==> config.mk <==
export PLATFORM = sky130hd
export DESIGN_NAME = sdram_command_timing
export DESIGN_NICKNAME = d
export VERILOG_FILES = /design/src/verilog/sdram_timing_pkg.sv /design/src/verilog/bank_timer.sv /design/src/verilog/sdram_command_timing.sv
export VERILOG_INCLUDE_DIRS = /design/src /design/src/verilog
export SDC_FILE = /design/constraint.sdc
export NUM_CORES = 1
export LEC_CHECK = 0
export ABC_AREA = 1
export BUFFER_PORTS_ARGS = -buffer_cell sky130_fd_sc_hd__buf_2
export CAP_MARGIN = 10
export CORE_MARGIN = 5
export CORE_UTILIZATION = 60
export DETAILED_ROUTE_END_ITERATION = 8
export PLACE_DENSITY_LB_ADDON = 0.3
export SLEW_MARGIN = 20
export SYNTH_ARGS = -nofsm -noshare
export SYNTH_HDL_FRONTEND = slang
export SYNTH_SLANG_ARGS = --single-unit
==> constraint.sdc <==
create_clock -name clk_sys -period 3.2 [get_ports clk_sys]
set_clock_uncertainty 0.05 [all_clocks]
set_input_delay 0.32 -clock clk_sys [delete_from_list [all_inputs] [get_ports clk_sys]]
set_output_delay 0.32 -clock clk_sys [all_outputs]
set_load 0.005 [all_outputs]
==> src/verilog/sdram_timing_consts.svh <==
// timing counts, mode fields and reset values of the sdram command block
`ifndef SDRAM_TIMING_CONSTS_SVH
`define SDRAM_TIMING_CONSTS_SVH
`define CLK_NS 10
`define CEIL_CYC(ns) (((ns) + `CLK_NS - 1) / `CLK_NS)
`define T_RC_NS 60
`define T_RAS_MIN_NS 42
`define T_RAS_MAX_NS 100000
`define T_RP_NS 18
`define T_RCD_NS 18
`define T_RRD_NS 12
`define T_REF_MS 64
`define POWER_UP_US 200
`define T_RC_CYC `CEIL_CYC(`T_RC_NS)
`define T_RAS_MIN_CYC `CEIL_CYC(`T_RAS_MIN_NS)
`define T_RAS_MAX_CYC (`T_RAS_MAX_NS / `CLK_NS)
`define T_RP_CYC `CEIL_CYC(`T_RP_NS)
`define T_RCD_CYC `CEIL_CYC(`T_RCD_NS)
`define T_RRD_CYC `CEIL_CYC(`T_RRD_NS)
`define T_REF_CYC (`T_REF_MS * 1000000 / `CLK_NS)
`define POWER_UP_CYC (`POWER_UP_US * 1000 / `CLK_NS)
`define REFRESH_COUNT 13'h1000
`define WR_AP_RECOVERY_CYC 5
`define WR_PRE_GAP_CYC 2
`define MODE_LOAD_CYC 2
`define SAT_COUNT 14'h3fff
`define MODE_RESET 12'h020
`define MODE_BL_MSB 2
`define MODE_BT_BIT 3
`define MODE_CL_LSB 4
`define MODE_CL_MSB 6
`define CL_THREE 3'h3
`define BL_FULL 3'h7
`define AUTO_PRE_BIT 10
`endif

==> src/verilog/sdram_timing_pkg.sv <==
// types shared by the sdram command timing block
package sdram_timing_pkg;
	typedef logic [11:0] addr_t;
	typedef logic [15:0] word_t;
	// command code is {row strobe, column strobe, write enable}
	typedef enum logic [2:0] {
		CMD_LMR = 3'h0,
		CMD_REF = 3'h1,
		CMD_PRE = 3'h2,
		CMD_ACT = 3'h3,
		CMD_WR = 3'h4,
		CMD_RD = 3'h5,
		CMD_STOP = 3'h6,
		CMD_NOP = 3'h7
	} cmd_e;
	typedef enum {IDLE, READING, WRITING} burst_e;
endpackage

==> src/verilog/bank_timer.sv <==
// one bank: open row register and same-bank interval checks
`timescale 1ns/1ps
`include "sdram_timing_consts.svh"
module bank_timer #(
	parameter logic [13:0] RAS_MAX_CYCLES = 14'h2710
) (
	input wire logic clk_sys,
	input wire logic reset,
	input wire logic open_cmd,
	input wire logic close_cmd,
	input wire logic col_cmd,
	input wire logic refresh_cmd,
	input wire sdram_timing_pkg::addr_t row_in,
	output sdram_timing_pkg::addr_t row,
	output logic fault
);
	import sdram_timing_pkg::*;
	logic is_open;
	logic [13:0] since_act;
	logic [13:0] since_pre;

	// row registered by activate, held until the next activate
	always_ff @(posedge clk_sys) begin
		if (reset) begin
			is_open <= 1'b0;
			row <= '0;
		end else if (open_cmd) begin
			is_open <= 1'b1;
			row <= row_in; // see RULE19
		end else if (close_cmd) begin
			is_open <= 1'b0;
		end
	end

	// saturating cycle counts since the last activate or refresh and since the last precharge
	always_ff @(posedge clk_sys) begin
		if (reset) begin
			since_act <= `SAT_COUNT;
			since_pre <= `SAT_COUNT;
		end else begin
			if (open_cmd || refresh_cmd)
				since_act <= 14'h1;
			else if (since_act != `SAT_COUNT)
				since_act <= since_act + 14'h1;
			if (close_cmd)
				since_pre <= 14'h1;
			else if (since_pre != `SAT_COUNT)
				since_pre <= since_pre + 14'h1;
		end
	end

	// flag a command that arrives too early or a row left open too long
	always_comb begin
		fault = 1'b0;
		if ((open_cmd || refresh_cmd) && since_act < 14'(`T_RC_CYC))
			fault = 1'b1; // see RULE1
		if (close_cmd && is_open && since_act < 14'(`T_RAS_MIN_CYC))
			fault = 1'b1; // see RULE2
		if (is_open && since_act == RAS_MAX_CYCLES)
			fault = 1'b1; // see RULE2
		if (open_cmd && since_pre < 14'(`T_RP_CYC))
			fault = 1'b1; // see RULE3
		if (col_cmd && since_act < 14'(`T_RCD_CYC))
			fault = 1'b1; // see RULE4
	end
endmodule

==> src/verilog/sdram_command_timing.sv <==
// sdram device side: command decode, bursts, masks, timing monitor
`timescale 1ns/1ps
`include "sdram_timing_consts.svh"
// Summary of operation
// RULE1: same-bank activates or refreshes need row cycle
// RULE2: activate to precharge between minimum and maximum
// RULE3: precharge to activate needs precharge time
// RULE4: activate to first column command delay
// RULE5: activates to different banks need spacing
// RULE6: all rows refreshed within each window
// RULE7: auto-precharge write recovery before activate
// RULE8: precharge two cycles after last write
// RULE9: column commands accepted every cycle
// RULE10: clock gate low suspends after one
// RULE11: clock gate high resumes after one
// RULE12: write byte masks act with zero delay
// RULE13: read byte masks float data after two
// RULE14: first write word with write command
// RULE15: burst stop one cycle after write
// RULE16: new column command after last write
// RULE17: mode load needs two cycles before activate
// RULE18: power-up wait before any operation
// RULE19: activate opens row, column command picks column
// RULE20: read latency from mode register field
// RULE21: controller rounds up, times banks separately
module sdram_command_timing #(
	parameter logic [13:0] RAS_MAX_CYCLES = 14'(`T_RAS_MAX_CYC),
	parameter logic [22:0] REF_WINDOW_CYCLES = 23'(`T_REF_CYC),
	parameter logic [14:0] POWER_UP_CYCLES = 15'(`POWER_UP_CYC)
) (
	input wire logic clk_sys,
	input wire logic reset,
	input wire logic chip_select_n,
	input wire logic row_strobe_n,
	input wire logic col_strobe_n,
	input wire logic write_enable_n,
	input wire logic clock_gate,
	input wire logic bank_select_low,
	input wire logic bank_select_high,
	input wire sdram_timing_pkg::addr_t addr,
	input wire logic low_byte_mask,
	input wire logic high_byte_mask,
	input wire sdram_timing_pkg::word_t dq_in,
	output sdram_timing_pkg::word_t dq_out,
	output logic [1:0] dq_oe,
	output logic store_write,
	output logic store_read,
	output logic [1:0] store_bank,
	output sdram_timing_pkg::addr_t store_row,
	output logic [7:0] store_col,
	output sdram_timing_pkg::word_t store_data,
	output logic [1:0] store_byte_en,
	input wire sdram_timing_pkg::word_t load_data,
	output logic timing_fault
);
	import sdram_timing_pkg::*;
	logic live;
	cmd_e cmd;
	logic [1:0] bank;
	logic [1:0] masks;
	addr_t mode;
	logic cas_lat3;
	logic full_page;
	logic [7:0] blen_mask;
	burst_e state;
	logic [1:0] bbank;
	logic [7:0] bstart;
	logic [7:0] bcnt;
	logic [7:0] bleft;
	logic word_now;
	logic col_cmd;
	addr_t rows [4];
	logic [3:0] bank_fault;
	logic [1:0] mask_d;
	logic stage_valid;
	word_t stage_data;
	logic [13:0] since_any_act;
	logic [13:0] since_lmr;
	logic [13:0] wr_gap;
	logic ap_write;
	logic [22:0] ref_window;
	logic [12:0] ref_count;
	logic [14:0] pu_count;
	logic pu_done;
	logic next_fault;

	function automatic logic [7:0] burst_col(input logic [7:0] s,
		input logic [7:0] c, input logic [7:0] m, input logic il);
		logic [7:0] off;
		off = il ? (s ^ c) : 8'(s + c);
		return (s & ~m) | (off & m);
	endfunction

	// internal clock follows the gate pin one cycle late
	always_ff @(posedge clk_sys) begin
		if (reset)
			live <= 1'b1;
		else
			live <= clock_gate; // see RULE10 RULE11
	end

	// decode; suspended cycles and deselect read as no operation
	assign bank = {bank_select_high, bank_select_low};
	assign masks = {high_byte_mask, low_byte_mask};
	assign cmd = (live && !chip_select_n) ?
		cmd_e'({row_strobe_n, col_strobe_n, write_enable_n}) : CMD_NOP;
	assign col_cmd = (cmd == CMD_RD) || (cmd == CMD_WR);

	// mode register holds burst length, type and read latency
	always_ff @(posedge clk_sys) begin
		if (reset)
			mode <= `MODE_RESET;
		else if (cmd == CMD_LMR)
			mode <= addr; // see RULE20
	end
	assign cas_lat3 = mode[`MODE_CL_MSB:`MODE_CL_LSB] == `CL_THREE;
	assign full_page = mode[`MODE_BL_MSB:0] == `BL_FULL;

	// burst length code to column wrap mask
	always_comb begin
		case (mode[`MODE_BL_MSB:0])
		3'h0: blen_mask = 8'h00;
		3'h1: blen_mask = 8'h01;
		3'h2: blen_mask = 8'h03;
		3'h3: blen_mask = 8'h07;
		`BL_FULL: blen_mask = 8'hff;
		default: blen_mask = 8'h00;
		endcase
	end

	assign word_now = live && (state != IDLE) && !col_cmd &&
		(cmd != CMD_STOP) && (cmd != CMD_PRE);

	// burst engine; a new column command cuts the running burst
	always_ff @(posedge clk_sys) begin
		if (reset) begin
			state <= IDLE;
			bbank <= 2'h0;
			bstart <= 8'h0;
			bcnt <= 8'h0;
			bleft <= 8'h0;
		end else if (col_cmd) begin // see RULE9 RULE16
			if (blen_mask == 8'h00)
				state <= IDLE;
			else
				state <= (cmd == CMD_RD) ? READING : WRITING;
			bbank <= bank;
			bstart <= addr[7:0];
			bcnt <= 8'h1;
			bleft <= blen_mask;
		end else if (cmd == CMD_STOP || cmd == CMD_PRE) begin
			state <= IDLE; // see RULE15
		end else if (word_now) begin
			bcnt <= bcnt + 8'h1;
			bleft <= bleft - 8'h1;
			if (bleft == 8'h1 && !full_page)
				state <= IDLE;
		end
	end

	// storage port: one word each cycle, write data taken with command
	always_ff @(posedge clk_sys) begin
		if (reset) begin
			store_write <= 1'b0;
			store_read <= 1'b0;
			store_bank <= 2'h0;
			store_row <= '0;
			store_col <= 8'h0;
			store_data <= '0;
			store_byte_en <= 2'h0;
		end else begin
			store_write <= (cmd == CMD_WR) || (word_now && state == WRITING);
			store_read <= (cmd == CMD_RD) || (word_now && state == READING);
			store_data <= dq_in; // see RULE14
			store_byte_en <= ~masks; // see RULE12
			if (col_cmd) begin
				store_bank <= bank;
				store_row <= rows[bank]; // see RULE19
				store_col <= addr[7:0];
			end else begin
				store_bank <= bbank;
				store_row <= rows[bbank];
				store_col <= burst_col(bstart, bcnt, blen_mask,
					mode[`MODE_BT_BIT]);
			end
		end
	end

	// read pipeline: one extra stage when latency is three
	always_ff @(posedge clk_sys) begin
		if (reset) begin
			stage_valid <= 1'b0;
			stage_data <= '0;
			mask_d <= 2'h0;
		end else begin
			stage_valid <= store_read;
			stage_data <= load_data;
			mask_d <= masks;
		end
	end

	// per byte lane output drivers; read mask reaches the pins two later
	generate
		for (genvar i = 0; i < 2; i++) begin : g_lane
			always_ff @(posedge clk_sys) begin
				if (reset) begin
					dq_out[8*i +: 8] <= 8'h0;
					dq_oe[i] <= 1'b0;
				end else begin
					dq_out[8*i +: 8] <= cas_lat3 ? stage_data[8*i +: 8] :
						load_data[8*i +: 8]; // see RULE20
					dq_oe[i] <= (cas_lat3 ? stage_valid : store_read) &&
						!mask_d[i]; // see RULE13
				end
			end
		end
	endgenerate

	// per bank row registers and same-bank interval checks
	generate
		for (genvar b = 0; b < 4; b++) begin : g_bank
			bank_timer #(.RAS_MAX_CYCLES(RAS_MAX_CYCLES)) u_bank (
				.clk_sys(clk_sys),
				.reset(reset),
				.open_cmd(cmd == CMD_ACT && bank == 2'(b)),
				.close_cmd(cmd == CMD_PRE &&
					(bank == 2'(b) || addr[`AUTO_PRE_BIT])),
				.col_cmd(col_cmd && bank == 2'(b)),
				.refresh_cmd(cmd == CMD_REF),
				.row_in(addr),
				.row(rows[b]),
				.fault(bank_fault[b])
			);
		end
	endgenerate

	// cross-bank, mode load and write recovery interval counters
	always_ff @(posedge clk_sys) begin
		if (reset) begin
			since_any_act <= `SAT_COUNT;
			since_lmr <= `SAT_COUNT;
			wr_gap <= `SAT_COUNT;
			ap_write <= 1'b0;
		end else begin
			since_any_act <= (cmd == CMD_ACT) ? 14'h1 :
				(since_any_act == `SAT_COUNT ? since_any_act :
				since_any_act + 14'h1);
			since_lmr <= (cmd == CMD_LMR) ? 14'h1 :
				(since_lmr == `SAT_COUNT ? since_lmr : since_lmr + 14'h1);
			if (cmd == CMD_WR || (word_now && state == WRITING))
				wr_gap <= 14'h1;
			else if (wr_gap != `SAT_COUNT)
				wr_gap <= wr_gap + 14'h1;
			if (cmd == CMD_WR)
				ap_write <= addr[`AUTO_PRE_BIT];
			else if (cmd == CMD_RD)
				ap_write <= 1'b0;
		end
	end

	// power-up wait and refresh rate bookkeeping
	always_ff @(posedge clk_sys) begin
		if (reset) begin
			pu_count <= 15'h0;
			pu_done <= 1'b0;
			ref_window <= 23'h0;
			ref_count <= 13'h0;
		end else if (!pu_done) begin
			pu_count <= pu_count + 15'h1;
			pu_done <= (pu_count + 15'h1) >= POWER_UP_CYCLES;
		end else if (ref_window == REF_WINDOW_CYCLES - 23'h1) begin
			ref_window <= 23'h0;
			ref_count <= 13'h0;
		end else begin
			ref_window <= ref_window + 23'h1;
			if (cmd == CMD_REF && ref_count != `REFRESH_COUNT)
				ref_count <= ref_count + 13'h1;
		end
	end

	// collect every timing violation into one fault pulse
	always_comb begin
		next_fault = |bank_fault; // see RULE1 RULE2 RULE3 RULE4 RULE21
		if (cmd == CMD_ACT && since_any_act < 14'(`T_RRD_CYC))
			next_fault = 1'b1; // see RULE5
		// a refresh in the window's last cycle still counts for it
		if (pu_done && ref_window == REF_WINDOW_CYCLES - 23'h1 &&
			ref_count + 13'(cmd == CMD_REF) < `REFRESH_COUNT)
			next_fault = 1'b1; // see RULE6
		if ((cmd == CMD_ACT || cmd == CMD_REF) && ap_write &&
			wr_gap < 14'(`WR_AP_RECOVERY_CYC))
			next_fault = 1'b1; // see RULE7
		if (cmd == CMD_PRE && wr_gap < 14'(`WR_PRE_GAP_CYC))
			next_fault = 1'b1; // see RULE8
		if ((cmd == CMD_ACT || cmd == CMD_REF) &&
			since_lmr < 14'(`MODE_LOAD_CYC))
			next_fault = 1'b1; // see RULE17
		if (!pu_done && cmd != CMD_NOP)
			next_fault = 1'b1; // see RULE18
	end

	always_ff @(posedge clk_sys) begin
		if (reset)
			timing_fault <= 1'b0;
		else
			timing_fault <= next_fault;
	end
endmodule

-- Yosys cells after proc, flatten, opt, wreduce, memory -nomap -nowiden
Cells that the tools add are included.
- memories: 0
- logic and storage cells: 349
- memory bits (read-only): 0
- bits in latches: 0
- bits of input ports: 55
- register bits: 403
- bits in writable memories: 0
- reductions and logical operators: 113
- shift operators: 0
- multiply operators: 0
- bitwise logic cells: 9
- muxes and demuxes: 88
- $add $sub $neg: 18
- equality and inequality tests: 40
- div/mod/pow operators: 0
- magnitude comparators: 24
- operators with widths (kind ; count):
    $mux 14 ; 22
    $add 14x1->14 const B ; 11
    $lt 14x2->1 const B ; 11
    $mux 32 ; 4
    $lt 14x3->1 const B ; 9
    $ne 14x14->1 const B ; 9
    $eq 14x14->1 const B ; 6
    $mux 12 ; 5
    $mux 8 ; 7
    $logic_and 1x1->1 ; 55
    $bmux 12 s2 ; 2
    $mux 1 ; 41
    $eq 32x2->1 const B ; 1
    $eq 32x3->1 const B ; 1
    $pmux 8 s4 ; 1
    $reduce_bool 2->1 ; 16
    $reduce_bool 32->1 ; 1
    $mux 13 ; 2
    $reduce_or 2->1 ; 12
    $add 23x1->23 const B ; 1
    $eq 23x23->1 const B ; 1
    $mux 23 ; 1
    $and 8x8->8 ; 2
    $add 15x1->15 const B ; 1
    34 further kinds ; 70

-- Longest topological paths before layout
- depth after elaboration: 19
- gate-level depth with buffers: 14
- mapped depth without buffers: 14

-- Cells and area by module
From an unflattened synthesis, not the netlist that was laid out.
- cell total of the unflattened synthesis: 2849
- area, all modules: 19607.6 um2
- by module, submodules not included (module ; instances ; sequential area each (um2) ; area an instance (um2) ; cells an instance):
    sdram_command_timing ; 1 ; 4184.0 ; 10543.9 ; 1517
    bank_timer ; 4 ; 820.8 ; 2265.9 ; 333

-- Worst setup path after synthesis
No wires, ideal clock.
- path type: register to register
- from: register bcnt[0]
- to: register store_col[6]
- stages on the path, launching flop included: 12
- setup slack: 1.380 ns
- path buffers: 0
- clock period less this slack: 1.820 ns
- arrival: 1.655 ns
- required time: 3.035 ns
- path through: dfxtp_1 ha_1 inv_1 fa_1 o21ai_0 a21oi_1 o21bai_1 nand2_1 nand2_1 nand3_1 o21ai_0 inv_1
- cells in the longest elaborated chain, start to end: 5
- ends and longest elaborated chain (what ; line ; RTL):
    from (decl) ; sdram_command_timing.sv:68 ; logic [7:0] bcnt;
    from (signal assigned) ; sdram_command_timing.sv:154 ; bcnt <= bcnt + 8'h1;
    $add 8x8->8 ; sdram_command_timing.sv:90 ; off = il ? (s ^ c) : 8'(s + c);
    $mux 8 ; sdram_command_timing.sv:90 ;
    $and 8x8->8 ; sdram_command_timing.sv:91 ; return (s & ~m) | (off & m);
    $or 8x8->8 ; sdram_command_timing.sv:91 ;
    $mux 8 ; sdram_command_timing.sv:176 ; if (col_cmd) begin
    to (signal assigned) ; sdram_command_timing.sv:179 ; store_col <= addr[7:0];
    to (signal assigned) ; sdram_command_timing.sv:183 ; store_col <= burst_col(bstart, bcnt, blen_mask,
    to (decl) ; sdram_command_timing.sv:50 ; output logic [7:0] store_col,
No other way between the ends.
A chain may end at the register's enable or synchronous reset.

-- Worst setup path after layout
- from: register live
- to: register timing_fault
- cells in the longest elaborated chain, start to end: 18
- ends and longest elaborated chain (what ; line ; RTL):
    from (decl) ; sdram_command_timing.sv:57 ; logic live;
    from (signal assigned) ; sdram_command_timing.sv:99 ; live <= clock_gate;
    $logic_and 1x1->1 * ; sdram_command_timing.sv:105 ; assign cmd = (live && !chip_select_n) ?
    $mux 3 * ; sdram_command_timing.sv:105 ;
    branches (longest 15 deep; another with $add 13x1->13) ; -- ;
    $mux 1 * ; sdram_command_timing.sv:298 ; if (!pu_done && cmd != CMD_NOP)
    to (signal assigned) ; sdram_command_timing.sv:306 ; timing_fault <= next_fault;
    to (decl) ; sdram_command_timing.sv:54 ; output logic timing_fault
Mark *: on every way between the ends.

==> impl_results.md <==
* Peak supply drop at roughly 0.56 mV
* Die area at 0.03462 mm²
* Final ANT Viol Nets at 0
* Root Buffer Master: clkbuf_16
* Final hold vios at 0
* Setup Viol. Count Final at 0
* Post-Syn Area per Cell at just over 7 µm²
* Status: complete, no violations
* P_leak at roughly 9.8 nW
* M2 GR Usage at 47.80%
* CP Launch Type: flop
* Synth Warn # at 0
* Final period util at 71.40%
* Setup bufs post-CTS at 0
* Required @ worst endpoint at roughly 3600 ps
* Row Count at 64
* Die height at 186.1 µm
* Max FO, Critical Path at 27
* Starting Density at 60.80%
* IO Pins at 116
* Total gr overflow at 0
* Core area at 0.03059 mm²
* H-Tree Depth at 2
* Yosys cell types at 58
* FMAX at 0.4377 GHz
* Critical path type: flop to flop
* Final WL at 48800 µm
* M1 GR Usage at 34.64%
* DR vias at 18250
* Area grow syn2layout at 13.89%
* Async S/R FF share, synth at 0%
* Post-DP HPWL at 32460 µm
* Max Cap Viol at 0
* WL per Instance at 15.29 µm
* Slew at the pin closest to its max-slew limit at between 800 and 900 ps
* Number of synthesized register bits at 373
* Min Tclk post-route at between 2000 and 2500 ps
* Vias in the first global route at 17390
* Met3 Resource Use GR at 4.964%
* First drt pass iteration count at 6
* Critical Path End Type: flop
* Synth Cell Area at 0.01860 mm²
* Layout filler cell count at 2528
* Clk sinks at 373
* Max-slew violation count at 0
* Clock Path Buffers at 3
* Setup TNS at 0 ps
* Iteration-0 DRC Markers at 1479
* Hold WC Path Type: primary input to flop
* Total track usage at 27.78%
* Share of cells above drive strength 1 at 10.52%
* Remaining DRCs at 0
* Die width at 186.1 µm
* Clock slew at reported path FFs at ~60 ps
* Pwr per Cell Area at 804.6 mW/mm²
* Most common flop cell mapped by yosys: dfxtp_1
* Gpl congestion at 0.9169
* I/O Buffers at 115
* Unrepaired setup endpoints after global routing: no
* First-pass GRT wire length at 81450 µm
* Worst Setup Slack, final at 915.2 ps
* Vias/cell at 5.718
* Largest net degree at the start of global routing at 80
* Arrival @ worst endpoint at 2720 ps
* Final #Nets at 2853
* Net count after synthesis at 2729
* Initial antenna violation count at 1
* Gates resized, CTS repair at 0
* CTS tree: done
* Syn Inst Count at 2639
* Sequential area share after synthesis at 40.15%
* CTS buffer count at 40
* Worst skew pair latency at 540 ps
* Post-synth EDFFs at 0
* GRT Max-Usage Layer: met2
* Max-slew headroom at 40.42%
* Setup slack at placement at 696.4 ps
-- final timing paths --
| kind | slack, ps | endpoint | from | cells past startpoint |
|---|---|---|---|---|
| setup / recovery | 920 | timing_fault | live | 12 |
| hold / removal | 30 | state[0] | write_enable_n | 3 |
| setup reg to reg | 920 | timing_fault | live | 12 |
| hold reg to reg | 340 | dq_oe[0] | mask_d[0] | 1 |
-- cell usage in the layout, fill, tap and decap left out, types with 5 or more instances in the layout --
cell type      synthesis  layout
nor3_1                54      54
nor2_2                14      13
nand2_2                7       7
nor3_2                 8       8
o211ai_1              51      51
nand3_2                6       6
nor4_1                16      16
nor2_4                 8       9
nand2_4                5       5
buf_2                 13     114
or2_1                  6       6
a21oi_1              179     179
nand3_1              212     212
nor2_1               321     321
a31oi_1               10      10
or2_2                 15      15
nand4_1               84      84
clkbuf_1              56       6
dlygate4sd3_1          0      35
clkbuf_16              0      42
o311ai_0               5       5
inv_1                312     311
inv_2                 22      22
xor2_1                44      44
ha_1                  34      34
dfxtp_1              373     373
a221oi_1              12      12
clkbuf_8               0       6
o22ai_1               17      17
clkinv_2               0      11
o21ai_0              188     188
buf_4                  2       8
o21ai_1               16      16
nand3b_1              11      11
nand2_1              471     471
xnor2_1               11      11
-- power by group --
group / total (mW) / switching [mW] / internal [mW] / leakage, nW
sequential: 6.55 / 1.01 / 5.54 / 3.06
combinational: 5.72 / 3.59 / 2.14 / 6.02
clock: 4.77 / 1.90 / 2.87 / 0.679
total: 17.0 / 6.50 / 10.5 / 9.76
-- stage by stage --
stage / util [%] / cell area, µm² / power, mW / hold WS, ps / instances
after floorplan: - / 18600 / 10.90 / 318.2 / 2639
after global placement: 63.58 / 19450 / 11.98 / 320.3 / 3082
after detailed placement: 63.58 / 19450 / 12.16 / 324.3 / 3082
after CTS: 69.21 / 21170 / 17.00 / 3.861 / 3190
after global routing: 69.24 / 21180 / 18.30 / 25.96 / 3191
final: 69.24 / 21180 / 17.04 / 28.34 / 3192
-- registers in the layout, indices dropped and copies added, names as in the netlist, 15 cells and up --
register / flops
ref_window: 23
dq_out: 16
g_bank.u_bank.since_act: 56
store_data: 16
g_bank.u_bank.since_pre: 56
g_bank.u_bank.row: 48
pu_count: 15
stage_data: 16
-- cell usage after synthesis (all sizes together), types with 8 or more instances --
master / n / share of area (%)
nor2: 344 / 7.5
nand4: 89 / 3.2
a221oi: 12 / 0.57
nand3: 218 / 6.0
o22ai: 17 / 0.57
or2: 21 / 0.71
nor3: 63 / 2.0
dfxtp: 373 / 40
xor2: 44 / 2.1
xnor2: 11 / 0.52
o211ai: 52 / 2.1
nand2: 483 / 10
a21oi: 179 / 4.8
nand3b: 11 / 0.44
clkbuf: 56 / 1.1
inv: 336 / 6.8
nor4: 17 / 0.61
o21ai: 206 / 5.7
buf: 21 / 0.59
a31oi: 10 / 0.34
ha: 34 / 2.3
o311ai: 8 / 0.38
-- metal layers --
layer / part of all wire, % / wire length [µm] / vias to the layer above
met5: 0 / 0 / -
met1: 41 / 20110 / 8364
met4: 3.3 / 1631 / 0
li1: - / - / 9057
met3: 7.0 / 3437 / 124
met2: 48 / 23620 / 707
-- cell families (layout without fill, tap and decap cells) --
group | Yosys count | after routing | synth area share [%]
mux | 2 | 2 | 0.1076
flops | 373 | 373 | 40.15
compound gates | 506 | 506 | 15.41
xor+xnor | 55 | 55 | 2.590
fa+ha+maj | 35 | 35 | 2.395
buf+inv | 416 | 571 | 8.591
simple gates | 1252 | 1252 | 30.76
other cells | 0 | 2 | 0
-- worst max-delay path, cell delays in order, from the launching register on --
cell and delay (ps):
dfxtp_1 350, inv_2 90, nor3_4 220, nand3_2 470
nand2_1 530, nand3_1 130, nand2_1 80, inv_1 30
nand2_1 50, nor2_1 40, nand3_1 60, nand2_1 60
inv_1 60
-- cell type report --
class | count | area [µm²] | share of cell area (%)
antenna | 2 | 5.005 | 0.02363
clock buffer | 54 | 1156 | 5.458
clock inverter | 19 | 215.2 | 1.016
inverter | 339 | 1282 | 6.055
multi-input combinational | 1850 | 9539 | 45.04
sequential | 373 | 7467 | 35.25
tap | 396 | 495.5 | 2.339
timing repair buffer | 159 | 1021 | 4.820
-- timing repair --
action | 4_1_cts | 5_1_grt
hold buffers | 35 | 0
setup endpoints to repair | 0 | 0
hold endpoints to repair | 51 | 0
Note: power is estimated with default switching activity, not from simulation.
